--- config.mk ---
export PLATFORM = sky130hd
export DESIGN_NAME = csfs_top
export DESIGN_NICKNAME = d
export VERILOG_FILES = /design/src/design/csfs_pkg.sv /design/src/design/csfs_decim.sv /design/src/design/csfs_sync.sv /design/src/design/csfs_top.sv
export SDC_FILE = /design/constraint.sdc
export NUM_CORES = 1
export LEC_CHECK = 0
export BUFFER_PORTS_ARGS = -buffer_cell sky130_fd_sc_hd__buf_2
export CORE_ASPECT_RATIO = 0.9
export CORE_MARGIN = 3
export CORE_UTILIZATION = 66
export CTS_BUF_LIST = sky130_fd_sc_hd__clkbuf_4
export CTS_CLUSTER_SIZE = 16
export DETAILED_ROUTE_END_ITERATION = 10
export PLACE_DENSITY = 0.87
export SYNTH_ARGS = -nofsm -noshare
export SYNTH_HDL_FRONTEND = slang
export SYNTH_SLANG_ARGS = --single-unit
--- constraint.sdc ---
create_clock -name mclk -period 3.2 [get_ports mclk]
set_input_delay 0.8 -clock mclk [delete_from_list [all_inputs] [get_ports mclk]]
set_output_delay 0.8 -clock mclk [all_outputs]
set_load 0.1 [all_outputs]
--- src/design/csfs_pkg.sv ---
// shared constants and types for the cell conversion and fault supervision block
package csfs_pkg;
  localparam int CLK_HZ = 100_000_000;
  localparam int MOD_HZ = 512_000;
  localparam int MOD_DIV = CLK_HZ / MOD_HZ;
  localparam int WINDOW_US = 500;
  localparam int WINDOW_SAMPLES = (MOD_HZ / 1000) * WINDOW_US / 1000;
  localparam int SETTLE_US = 500;
  localparam int SETTLE_CYCLES = SETTLE_US * (CLK_HZ / 1_000_000);
  localparam int NUM_CELLS = 12;
  localparam int CODE_W = 12;
  localparam int CODE_SHIFT = 4;

  localparam logic [CODE_W-1:0] ZERO_CODE = 12'h200;
  localparam logic [CODE_W-1:0] BUSY_CODE = 12'hfff;
  localparam logic [CODE_W-1:0] FULL_CODE = 12'hfff;

  localparam logic [5:0] REG_CTRL = 6'h00;
  localparam logic [5:0] REG_CMD = 6'h04;
  localparam logic [5:0] REG_DISCHARGE = 6'h08;
  localparam logic [5:0] REG_TEMP = 6'h0c;
  localparam logic [5:0] REG_CELL_BASE = 6'h10;

  localparam int CTRL_TEN_BIT = 0;
  localparam int CTRL_IDX_LSB = 4;
  localparam int CMD_NORMAL_BIT = 0;
  localparam int CMD_OPEN_BIT = 1;
  localparam int CMD_SINGLE_BIT = 2;
  localparam int TEMP_FLAG_BIT = 0;
  localparam int TEMP_HOT_BIT = 1;

  localparam logic [11:0] DISCHARGE_RST = 12'h000;

  typedef struct packed {
    logic [3:0] single_idx;
    logic ten_cell_select;
  } csfs_ctrl_t;

  localparam csfs_ctrl_t CTRL_RST = '{single_idx: 4'h0, ten_cell_select: 1'b0};

  typedef enum logic [1:0] {
    ST_IDLE = 2'b00,
    ST_SETTLE = 2'b01,
    ST_CONV = 2'b11,
    ST_NEXT = 2'b10
  } csfs_state_t;
endpackage

--- src/design/csfs_decim.sv ---
// modulator rate divider and window averaging of the delta-sigma bit stream
`timescale 1ns/1ps
module csfs_decim
  import csfs_pkg::*;
#(
  parameter int DIV = MOD_DIV,
  parameter int SAMPLES = WINDOW_SAMPLES
) (
  // clock and reset
  input wire logic mclk,
  input wire logic resetn,
  // control
  input wire logic start,
  input wire logic abort,
  input wire logic mod_bit,
  // result
  output logic done,
  output logic [CODE_W-1:0] code
);
  logic [7:0] div_cnt;
  logic [9:0] sample_cnt;
  logic [9:0] ones;
  logic active;
  logic mod_en;
  logic last_sample;
  logic [13:0] scaled;

  assign mod_en = active && (div_cnt == 8'(DIV - 1));
  assign last_sample = mod_en && (sample_cnt == 10'(SAMPLES - 1));
  assign scaled = 14'({ones + 10'(mod_bit), 4'h0});

  always_ff @(posedge mclk or negedge resetn) begin
    if (!resetn) begin
      div_cnt <= 8'h00;
      sample_cnt <= 10'h000;
      ones <= 10'h000;
      active <= 1'b0;
      done <= 1'b0;
      code <= 12'h000;
    end else begin
      done <= 1'b0;
      if (start || abort) begin
        active <= start && !abort;
        div_cnt <= 8'h00;
        sample_cnt <= 10'h000;
        ones <= 10'h000;
      end else if (active) begin
        div_cnt <= mod_en ? 8'h00 : div_cnt + 8'h01;
        if (mod_en) begin
          sample_cnt <= sample_cnt + 10'h001;
          ones <= ones + 10'(mod_bit);
        end
        if (last_sample) begin
          // a full window of ones would overflow by one code
          active <= 1'b0;
          done <= 1'b1;
          code <= (scaled > 14'(FULL_CODE)) ? FULL_CODE : scaled[CODE_W-1:0];
        end
      end
    end
  end
endmodule

--- src/design/csfs_sync.sv ---
// two flip-flop synchroniser for pin inputs
`timescale 1ns/1ps
module csfs_sync #(
  parameter int W = 1
) (
  // clock and reset
  input wire logic mclk,
  input wire logic resetn,
  // data
  input wire logic [W-1:0] din,
  output logic [W-1:0] dout
);
  logic [W-1:0] stage1;

  always_ff @(posedge mclk or negedge resetn) begin
    if (!resetn) begin
      stage1 <= '0;
      dout <= '0;
    end else begin
      stage1 <= din;
      dout <= stage1;
    end
  end
endmodule

--- src/design/csfs_top.sv ---
// conversion sequencer, open-wire test sources, thermal shutdown and register file
//
// The Avalon-MM slave port and the register addresses were decided locally.
`timescale 1ns/1ps
// How it works
// - each result averages the 512 kHz modulator stream over a 0.5 ms window
// - wait 500 us settling before the first conversion of a command
// - open-wire command turns on test current sources for all its conversions
// - discharge outputs pull high, usable as digital gate drives
// - thermal monitor active outside standby or while current flows
// - overtemperature resets configuration, discharge off, conversions stop
// - thermal shutdown sets the shutdown flag in the temperature group
// - reading the temperature group clears the shutdown flag unless a shutdown is still active
// - channels tied to the top input read zero volts
// - stack conversion covers 10 or 12 cells per ten-cell select
// - a single selected cell may be converted alone
// - result voltage is code minus 512 times 1.5 mV
module csfs_top
  import csfs_pkg::*;
#(
  parameter int SETTLE = SETTLE_CYCLES
) (
  // clock and reset
  input wire logic mclk,
  input wire logic resetn,
  // avalon-mm slave
  input wire logic [5:0] avs_address,
  input wire logic avs_read,
  input wire logic avs_write,
  input wire logic [31:0] avs_writedata,
  output logic [31:0] avs_readdata,
  output logic avs_waitrequest,
  // analog front end pins
  input wire logic mod_bit_pin,
  input wire logic die_hot_pin,
  input wire logic standby_pin,
  input wire logic current_active_pin,
  // analog control outputs
  output logic [3:0] cell_mux_sel,
  output logic converting,
  output logic open_wire_source_en,
  output logic [NUM_CELLS-1:0] discharge_output
);
  logic mod_bit;
  logic die_hot;
  logic standby;
  logic current_active;

  csfs_sync #(.W(4)) u_sync (
    .mclk(mclk),
    .resetn(resetn),
    .din({mod_bit_pin, die_hot_pin, standby_pin, current_active_pin}),
    .dout({mod_bit, die_hot, standby, current_active})
  );

  // registers and state
  csfs_ctrl_t ctrl;
  csfs_state_t state;
  csfs_state_t next_state;
  logic [15:0] settle_cnt;
  logic [3:0] cell_idx;
  logic [3:0] last_idx;
  logic owt_mode;
  logic thermal_shutdown_flag;
  logic [CODE_W-1:0] cell_result_code [NUM_CELLS];
  logic bus_ack;

  // bus decode
  wire bus_req = (avs_read || avs_write) && !bus_ack;
  wire wr_take = avs_write && bus_ack;
  wire rd_take = avs_read && bus_ack;
  wire [5:0] word_addr = {avs_address[5:2], 2'b00};
  wire sel_ctrl = word_addr == REG_CTRL;
  wire sel_cmd = word_addr == REG_CMD;
  wire sel_dis = word_addr == REG_DISCHARGE;
  wire sel_temp = word_addr == REG_TEMP;
  wire sel_cell = word_addr >= REG_CELL_BASE;
  wire [3:0] cell_raddr = 4'(avs_address[5:2] - REG_CELL_BASE[5:2]);

  // thermal supervision
  wire monitor_en = !standby || current_active;
  wire shutdown = monitor_en && die_hot;
  wire read_temperature_group_cmd = rd_take && sel_temp;

  // command decode
  wire busy = state != ST_IDLE;
  wire cmd_write = wr_take && sel_cmd && !busy && !shutdown;
  wire cell_convert_cmd = cmd_write && avs_writedata[CMD_NORMAL_BIT];
  wire open_wire_convert_cmd = cmd_write && avs_writedata[CMD_OPEN_BIT];
  wire single_cmd = avs_writedata[CMD_SINGLE_BIT];
  wire start_cmd = cell_convert_cmd || open_wire_convert_cmd;

  // sequencer
  wire settle_done = settle_cnt == 16'(SETTLE - 1);
  wire conv_done;
  wire [CODE_W-1:0] conv_code;
  wire conv_start = (state == ST_SETTLE && settle_done) || state == ST_NEXT;

  function automatic logic [3:0] stack_last(input logic ten);
    stack_last = ten ? 4'd9 : 4'(NUM_CELLS - 1);
  endfunction

  csfs_decim u_decim (
    .mclk(mclk),
    .resetn(resetn),
    .start(conv_start),
    .abort(shutdown),
    .mod_bit(mod_bit),
    .done(conv_done),
    .code(conv_code)
  );

  always_comb begin
    next_state = state;
    unique case (state)
      ST_IDLE: if (start_cmd) next_state = ST_SETTLE;
      ST_SETTLE: if (settle_done) next_state = ST_CONV;
      ST_CONV: if (conv_done) next_state = (cell_idx == last_idx) ? ST_IDLE : ST_NEXT;
      ST_NEXT: next_state = ST_CONV;
    endcase
    if (shutdown) next_state = ST_IDLE;
  end

  always_ff @(posedge mclk or negedge resetn) begin
    if (!resetn) begin
      state <= ST_IDLE;
    end else begin
      state <= next_state;
    end
  end

  always_ff @(posedge mclk or negedge resetn) begin
    if (!resetn) begin
      settle_cnt <= 16'h0000;
    end else begin
      settle_cnt <= (state == ST_SETTLE && !settle_done) ? settle_cnt + 16'h0001 : 16'h0000;
    end
  end

  always_ff @(posedge mclk or negedge resetn) begin
    if (!resetn) begin
      cell_idx <= 4'h0;
      last_idx <= 4'h0;
      owt_mode <= 1'b0;
    end else if (start_cmd) begin
      // single cell or whole stack
      cell_idx <= single_cmd ? ctrl.single_idx : 4'h0;
      last_idx <= single_cmd ? ctrl.single_idx : stack_last(ctrl.ten_cell_select);
      owt_mode <= open_wire_convert_cmd;
    end else if (state == ST_CONV && conv_done && cell_idx != last_idx) begin
      cell_idx <= cell_idx + 4'h1;
    end
  end

  // sources stay on through settling too, so the pin is already pulled when sampled
  assign open_wire_source_en = busy && owt_mode;
  assign converting = busy;
  assign cell_mux_sel = cell_idx;

  // result storage, zero-volt code after reset
  genvar gi;
  generate
    for (gi = 0; gi < NUM_CELLS; gi++) begin : g_cell
      always_ff @(posedge mclk or negedge resetn) begin
        if (!resetn) begin
          cell_result_code[gi] <= ZERO_CODE;
        end else if (state == ST_CONV && conv_done && cell_idx == 4'(gi)) begin
          // a channel strapped to the top input averages to the zero code
          cell_result_code[gi] <= conv_code;
        end
      end
    end
  endgenerate

  // configuration registers
  always_ff @(posedge mclk or negedge resetn) begin
    if (!resetn) begin
      ctrl <= CTRL_RST;
      discharge_output <= DISCHARGE_RST;
    end else if (shutdown) begin
      ctrl <= CTRL_RST;
      discharge_output <= DISCHARGE_RST;
    end else if (wr_take) begin
      if (sel_ctrl) begin
        ctrl.ten_cell_select <= avs_writedata[CTRL_TEN_BIT];
        ctrl.single_idx <= avs_writedata[CTRL_IDX_LSB +: 4];
      end
      // a set bit drives the pin high against its pull-up load
      if (sel_dis) discharge_output <= avs_writedata[NUM_CELLS-1:0];
    end
  end

  // sticky flag: a new shutdown wins over the clearing read
  always_ff @(posedge mclk or negedge resetn) begin
    if (!resetn) begin
      thermal_shutdown_flag <= 1'b0;
    end else if (shutdown) begin
      thermal_shutdown_flag <= 1'b1;
    end else if (read_temperature_group_cmd) begin
      thermal_shutdown_flag <= 1'b0;
    end
  end

  // read data, one wait state on every access
  wire [3:0] cell_sel_idx = (cell_raddr < 4'(NUM_CELLS)) ? cell_raddr : 4'h0;
  wire [31:0] cell_word = busy ? 32'(BUSY_CODE) : 32'(cell_result_code[cell_sel_idx]);
  wire [31:0] rd_mux =
    sel_ctrl ? 32'({ctrl.single_idx, 3'b000, ctrl.ten_cell_select}) :
    sel_cmd ? 32'({owt_mode, busy}) :
    sel_dis ? 32'(discharge_output) :
    sel_temp ? 32'({die_hot, thermal_shutdown_flag}) :
    (sel_cell && cell_raddr < 4'(NUM_CELLS)) ? cell_word : 32'h0000_0000;

  always_ff @(posedge mclk or negedge resetn) begin
    if (!resetn) begin
      bus_ack <= 1'b0;
      avs_readdata <= 32'h0000_0000;
    end else begin
      bus_ack <= bus_req;
      if (bus_req && avs_read) avs_readdata <= rd_mux;
    end
  end

  assign avs_waitrequest = (avs_read || avs_write) && !bus_ack;

  logic [16:0] settle_seen;
  always_ff @(posedge mclk or negedge resetn) begin
    if (!resetn) settle_seen <= 17'h0_0000;
    else settle_seen <= (state == ST_SETTLE) ? settle_seen + 17'h0_0001 : 17'h0_0000;
  end
endmodule

==> results of run 1 <==
kinds of logic (layout without fill, tap and decap cells):
kind of cell,Yosys count,in the layout,share of synthesized area
flops,213,213,0.517
other cells,1,20,0.000363
mux,146,146,0.177
fa+ha+maj,15,15,0.0182
compound gates,129,129,0.0820
xor+xnor,44,44,0.0373
buf+inv,79,177,0.0394
simple gates,270,270,0.128
per-layer routing:
layer / share of wire / global-route usage
met4: 0.026 / 0.107
met1: 0.42 / 0.414
met3: 0.084 / 0.0569
met5: 0 / 0
met2: 0.47 / 0.445
synth_stat cells, types with 7 or more instances:
| cell | number |
|---|---|
| a2bb2oi_1 | 8 |
| nand4_1 | 14 |
| dfrtp_1 | 201 |
| a21oi_1 | 42 |
| nor2_1 | 74 |
| mux2_2 | 106 |
| o22ai_1 | 10 |
| and3_1 | 10 |
| buf_4 | 20 |
| nor2b_1 | 7 |
| a221oi_1 | 10 |
| nand2_1 | 81 |
| ha_1 | 15 |
| or3_1 | 7 |
| inv_1 | 13 |
| xnor2_1 | 18 |
| mux2i_1 | 20 |
| nand3_1 | 19 |
| xor2_1 | 26 |
| clkbuf_1 | 26 |
| nand2b_1 | 18 |
| dfstp_2 | 12 |
| nor3_1 | 7 |
| buf_2 | 16 |
| mux4_2 | 19 |
| o21ai_0 | 22 |
worst register-to-register path: stages (launching register included):
cell	delay (ns)
dfrtp_1	0.48
inv_1	0.17
ha_1	0.16
nand2_1	0.12
nor2_1	0.80
mux2_2	0.43
where the power goes:
part	internal [W]	total (W)	switching [W]	leakage [nW]
sequential	0.00283	0.00298	0.000150	2.87
combinational	0.000318	0.00161	0.00130	2.06
clock	0.00117	0.00225	0.00107	0.390
through the flow:
step           total power, W  utilization  cells
2_1_floorplan         0.00428            -    916
3_3_place_gp          0.00460        0.715   1122
3_5_place_dp          0.00462        0.715   1122
4_1_cts               0.00686        0.758   1212
5_1_grt               0.00712        0.758   1212
6_report              0.00684        0.758   1212
cell type report:
type | count | area [µm²]
clock buffers | 77 | 578
clock inverters | 13 | 75.1
fillers | 933 | 3630
inverters | 14 | 52.6
multi-input cells | 624 | 4650
flip-flops and latches | 213 | 5350
well taps | 198 | 248
repair buffers | 73 | 447
sequential cells by signal, indices dropped and copies added (netlist names), 5 cells and up:
name / cells
avs_readdata: 12
discharge_output: 12
u_decim.sample_cnt: 10
cell_result_code: 108
u_decim.ones: 10
settle_cnt: 16
u_decim.div_cnt: 8
ctrl: 5
u_decim.code: 9
layout by cell type, fill, tap and decap left out, drive strengths merged, types with 4 or more instances in the layout:
master / instances
a211oi: 5
a211o: 4
and3: 10
nand2b: 18
a2bb2oi: 8
nand2: 81
a2111oi: 4
clkinv: 11
o21bai: 6
inv: 15
dfrtp: 201
dfstp: 12
nor3: 9
ha: 15
nand4: 14
a221oi: 10
xnor2: 18
conb: 20
nor2: 81
nor2b: 7
nand3: 19
o22ai: 10
mux4: 19
xor2: 26
mux2: 107
a21oi: 42
o21ai: 27
buf: 72
or3: 7
and2: 7
mux2i: 20
clkbuf: 78
how the worst max path moves through the flow:
stage                    from         endpoint  cells after the start  slack, ns
6_report             state[1]       converting                      4       0.23
5_1_grt              state[0]       converting                      4       0.13
4_1_cts              state[1]       converting                      4       0.23
3_5_place_dp   avs_address[3]  avs_readdata[0]                      7       0.52
3_3_place_gp   avs_address[3]  avs_readdata[0]                      7       0.53
2_1_floorplan       avs_write  avs_waitrequest                      2       0.29
==> flow_summary.ini, run 1 <==
[outcome]
status = finished, final reports clean

[floorplan]
fp-row-count = 42
die_y_um = 125
core_mm2 = 0.0150
die_x_um = 138
initial_utilization = 0.687
ios = 97
die-area_mm2 = 0.0172

[power]
power.leakage_nw = 5.31
max-vdd-ir-drop_v = 0.000849
pwr_density_cell_mw_per_mm2 = 600

[worst_setup_path]
cp_cell_sequence = inv_1 -> ha_1 -> inv_1 -> buf_2
reg2reg_to = cell_result_code[23]
critical_path_class = reg2out
r2r_slack_ns = 0.91
critPathCaptureType = output port
crit_family = buffers and inverters
cp_num_buf_inv = 3
rr_worst_depth = 5
cp_common_cell = inv_1
crit_path_max_incr_delay_ns = 0.47
reg2reg_from = cell_mux_sel[0]
required_ns = 2.40
worstPathArrival_ns = 2.17
slowest_stage = buf_2
critPathMaxFanout = 6
cp-start-kind = flop

[synth]
synth_ff_type = dfrtp_1
synth.area.top_cells = dfrtp_1 49%, mux2_2 12%, mux4_2 4.1%
synth.distinct_cells = 65
synthCells = 897
syn_avg_cell_area_um2 = 11.5
syn-cell-area_mm2 = 0.0103
synthArstFlopShare = 1.00
yosysWarnings = 0
netlist.area_leader.share = 0.487
synth.largest_area_cell = dfrtp_1
synth-seq-cells = 213
seq_area_frac_synth = 0.517
synth-edff-count = 0

[placement]
place_area_mm2 = 0.0107
preCtsSetupSlack_ns = 0.520
hpwl_um = 16100
place_congestion = 0.868
io_buffer_count = 54

[global_routing]
grt_overflow = 0
grt_pass1_wl_um = 39400
grt_antenna_before_repair = 0
first_global_vias = 7564
gr-usage-all-layers = 0.290
grt_max_degree = 80

[route]
wl_per_cell_um = 20.1
drc = 0
drtAntennaViolNets = 0
first_pass_iters = 5
dr.first_iter.drc_count = 709
wirelength_um = 24400
vias = 7516
viasPerCell = 6.20

[sta]
post-route-period-util = 0.927
fmax_mhz = 337
tightest_slew_ns = 0.986
skew_ns = 0.0351
finalSetupViolations = 0
finalSetupTns_ns = 0
final-max-slew-violation-count = 0
whs_ns = 0.151
rsz0062_at_grt = false
setup_slack_ns = 0.233
slew_headroom = 0.340
min_period_ns = 2.97
hold_violations = 0

[clock_network]
clock_path_buffers = 3
numCtsBuffers = 51
ctsResizeCount = 0
clkSinkCount = 213
clock_latency_ns = 0.67
ctsHoldBuffers = 0
cts-root-buf = clkbuf_4
clk_pin_slew_ns = 0.08
cts_tree = yes
cts_setup_buffers = 0
htreeDepth = 2

[layout]
drive_gt1_frac = 0.303
finalNetCount = 1038
antenna_cells = 0
design_area_mm2 = 0.0114
area_delta_synth_final_pct = 10.3

[worst_hold_path]
hp-class = in2async

[run]
maxCapViolCount = 0
(Power assumes the default switching activity.)
==> inputs of run 2 (changes only) <==
BUFFER_PORTS_ARGS = default   (was -buffer_cell sky130_fd_sc_hd__buf_2)
DONT_BUFFER_PORTS = 1   (was default)
PLACE_DENSITY = 0.82   (was 0.87)
SYNTH_HIERARCHICAL = 1   (was default)
==> run 2 against run 1 <==
The run now ends with hold timing left. Combinational power is 37% lower. Critical endpoint unchanged. Highest routed layer unchanged. Core utilization down 3.0 points. Synthesized cell count is 19% higher. Largest power group unchanged. Global-route usage shrank 2.0 points.
==> flow_summary.ini, run 2 <==
[power]
power_w = 0.00749
max-vdd-ir-drop_v = 0.000247
pwr_density_cell_mw_per_mm2 = 578
power.leakage_nw = 6.20

[sta]
finalSetupTns_ns = 0
setup_slack_ns = 0.398
tightest_slew_ns = 0.977
slew_headroom = 0.348
fmax_mhz = 357
whs_ns = -0.184
rsz0062_at_grt = false
finalSetupViolations = 0
min_period_ns = 2.80
hold_violations = 237
post-route-period-util = 0.876
final-max-slew-violation-count = 0
skew_ns = 0.0316

[clock_network]
htreeDepth = 2
numCtsBuffers = 60
cts-root-buf = clkbuf_4
ctsResizeCount = 0
clock_path_buffers = 3
clock_latency_ns = 0.69
clkSinkCount = 249
cts_setup_buffers = 0
clk_pin_slew_ns = 0.07
cts_tree = yes

[worst_setup_path]
worstPathArrival_ns = 2.00
crit_path_max_incr_delay_ns = 0.39
required_ns = 2.40
cp_cell_sequence = inv_1 -> ha_1 -> buf_4 -> inv_1 -> buf_4
cp-start-kind = flop
critical_path_class = reg2out
slowest_stage = dfrtp_1
critPathCaptureType = output port
critPathMaxFanout = 9

[synth]
synth.largest_area_cell = dfrtp_1
syn_avg_cell_area_um2 = 11.3
synth.area.top_cells = dfrtp_1 49%, mux2_2 14%, nor2_1 3.2%
yosysWarnings = 6
synth-seq-cells = 249
netlist.area_leader.share = 0.490
syn-cell-area_mm2 = 0.0121
netlist_top_cells_count = 237 x dfrtp_1, 155 x mux2_2, 102 x nor2_1
synth.most_common_cell = dfrtp_1
synth-edff-count = 0
synth.distinct_cells = 68
synthCells = 1069
seq_area_frac_synth = 0.516
synth_ff_type = dfrtp_1
synthArstFlopShare = 1.00

[floorplan]
die-area_mm2 = 0.0200
die_x_um = 149
ios = 97
initial_utilization = 0.680
die_y_um = 134
fp-row-count = 46
core_mm2 = 0.0178

[route]
dr.first_iter.drc_count = 684
wirelength_um = 26300
drtAntennaViolNets = 0
viasPerCell = 6.12
wl_per_cell_um = 19.2
first_pass_iters = 5
vias = 8374
drc = 0

[placement]
hpwl_um = 17000
io_buffer_count = 0
dp_cells = 1258
preCtsSetupSlack_ns = 0.670
place_congestion = 0.886

[layout]
fin_cells = 1369
finalNetCount = 1141
drive_gt1_frac = 0.292
largest_register = cell_result_code
area_delta_synth_final_pct = 7.11
layout_commonest_cell = dfrtp_1
largest_reg_flops = 144
top_regs = cell_result_code (144), settle_cnt (16)
layout_common_cells = 237 x dfrtp_1, 155 x mux2_2, 102 x clkbuf_4

[global_routing]
first_global_vias = 8486
grt_max_degree = 250
gr-usage-all-layers = 0.270
grt_overflow = 0
grt_pass1_wl_um = 43100
grt_antenna_before_repair = 1

[worst_hold_path]
hp-class = in2async

[outcome]
violations = hold timing
status = complete, but fails checks

[run]
maxCapViolCount = 0
==> run 2: cell types whose count changed in the layout (fill, tap and decap cells not counted), moves of 8 or more <==
cell / previous run / this run
nor3_1: 7 / 19
inv_1: 13 / 21
clkbuf_4: 77 / 102
buf_2: 53 / 0
mux2_2: 106 / 155
nand2_1: 81 / 95
nor2_1: 74 / 101
a221oi_1: 10 / 1
a2bb2oi_1: 8 / 0
dfrtp_1: 201 / 237
==> run 2: kinds of logic (layout without fill, tap and decap cells) <==
logic type | Yosys count | in the layout | share of synthesized area
buf+inv | 111 | 151 | 0.0452
xor+xnor | 47 | 47 | 0.0340
simple gates | 311 | 311 | 0.121
flops | 249 | 249 | 0.516
fa+ha+maj | 15 | 15 | 0.0155
compound gates | 138 | 138 | 0.0760
mux | 197 | 197 | 0.192
other cells | 1 | 21 | 0.000310
==> run 2: through the flow <==
step | area (µm²) | utilization
6_report | 13000 | 0.729
5_1_grt | 13000 | 0.729
4_1_cts | 13000 | 0.729
3_5_place_dp | 12200 | 0.684
3_3_place_gp | 12200 | 0.684
2_1_floorplan | 12200 | -
==> run 2: layer usage <==
metal,wire (µm),vias to the layer above,track usage,part of all wire
li1,-,3782,-,-
met4,784,0,0.115,0.030
met1,11200,4157,0.369,0.43
met3,2280,81,0.0681,0.086
met5,0,-,0,0
met2,12100,354,0.419,0.46
==> run 2: worst paths after layout <==
path,start,end,slack [ns],cells past startpoint
min,resetn,settle_cnt[13],-0.18,0
max,state[0],converting,0.40,5
max in group asynchronous,resetn,u_decim/code[7],2.97,0
min reg2reg,u_sync/stage1[2],u_sync/dout[2],0.34,0
min in group mclk,die_hot_pin,u_sync/stage1[2],0.16,0
max reg2reg,state[1],cell_result_code[68],0.65,5
==> run 2: cell type report <==
class / count / area (µm²)
flip-flops and latches: 249 / 6250
multi-input cells: 728 / 5390
fillers: 1202 / 4820
clock buffers: 102 / 766
well taps: 240 / 300
repair buffers: 20 / 150
inverters: 21 / 78.8
clock inverters: 8 / 30.0
diodes: 1 / 2.50
==> run 2: power by group <==
group / internal [W] / switching, W / leakage (nW) / total, W
sequential: 0.00326 / 0.000587 / 3.37 / 0.00384
clock: 0.00142 / 0.00122 / 0.487 / 0.00264
combinational: 0.000311 / 0.000695 / 2.35 / 0.00101
total: 0.00499 / 0.00251 / 6.20 / 0.00749
==> run 2: worst max-delay path: cells and delay by family, from the launching register on <==
kind | cells | cell delay [ns]
adder cells (fa/ha/maj) | 1 | 0.20
buffers and inverters | 4 | 0.74
flip-flops | 1 | 0.39
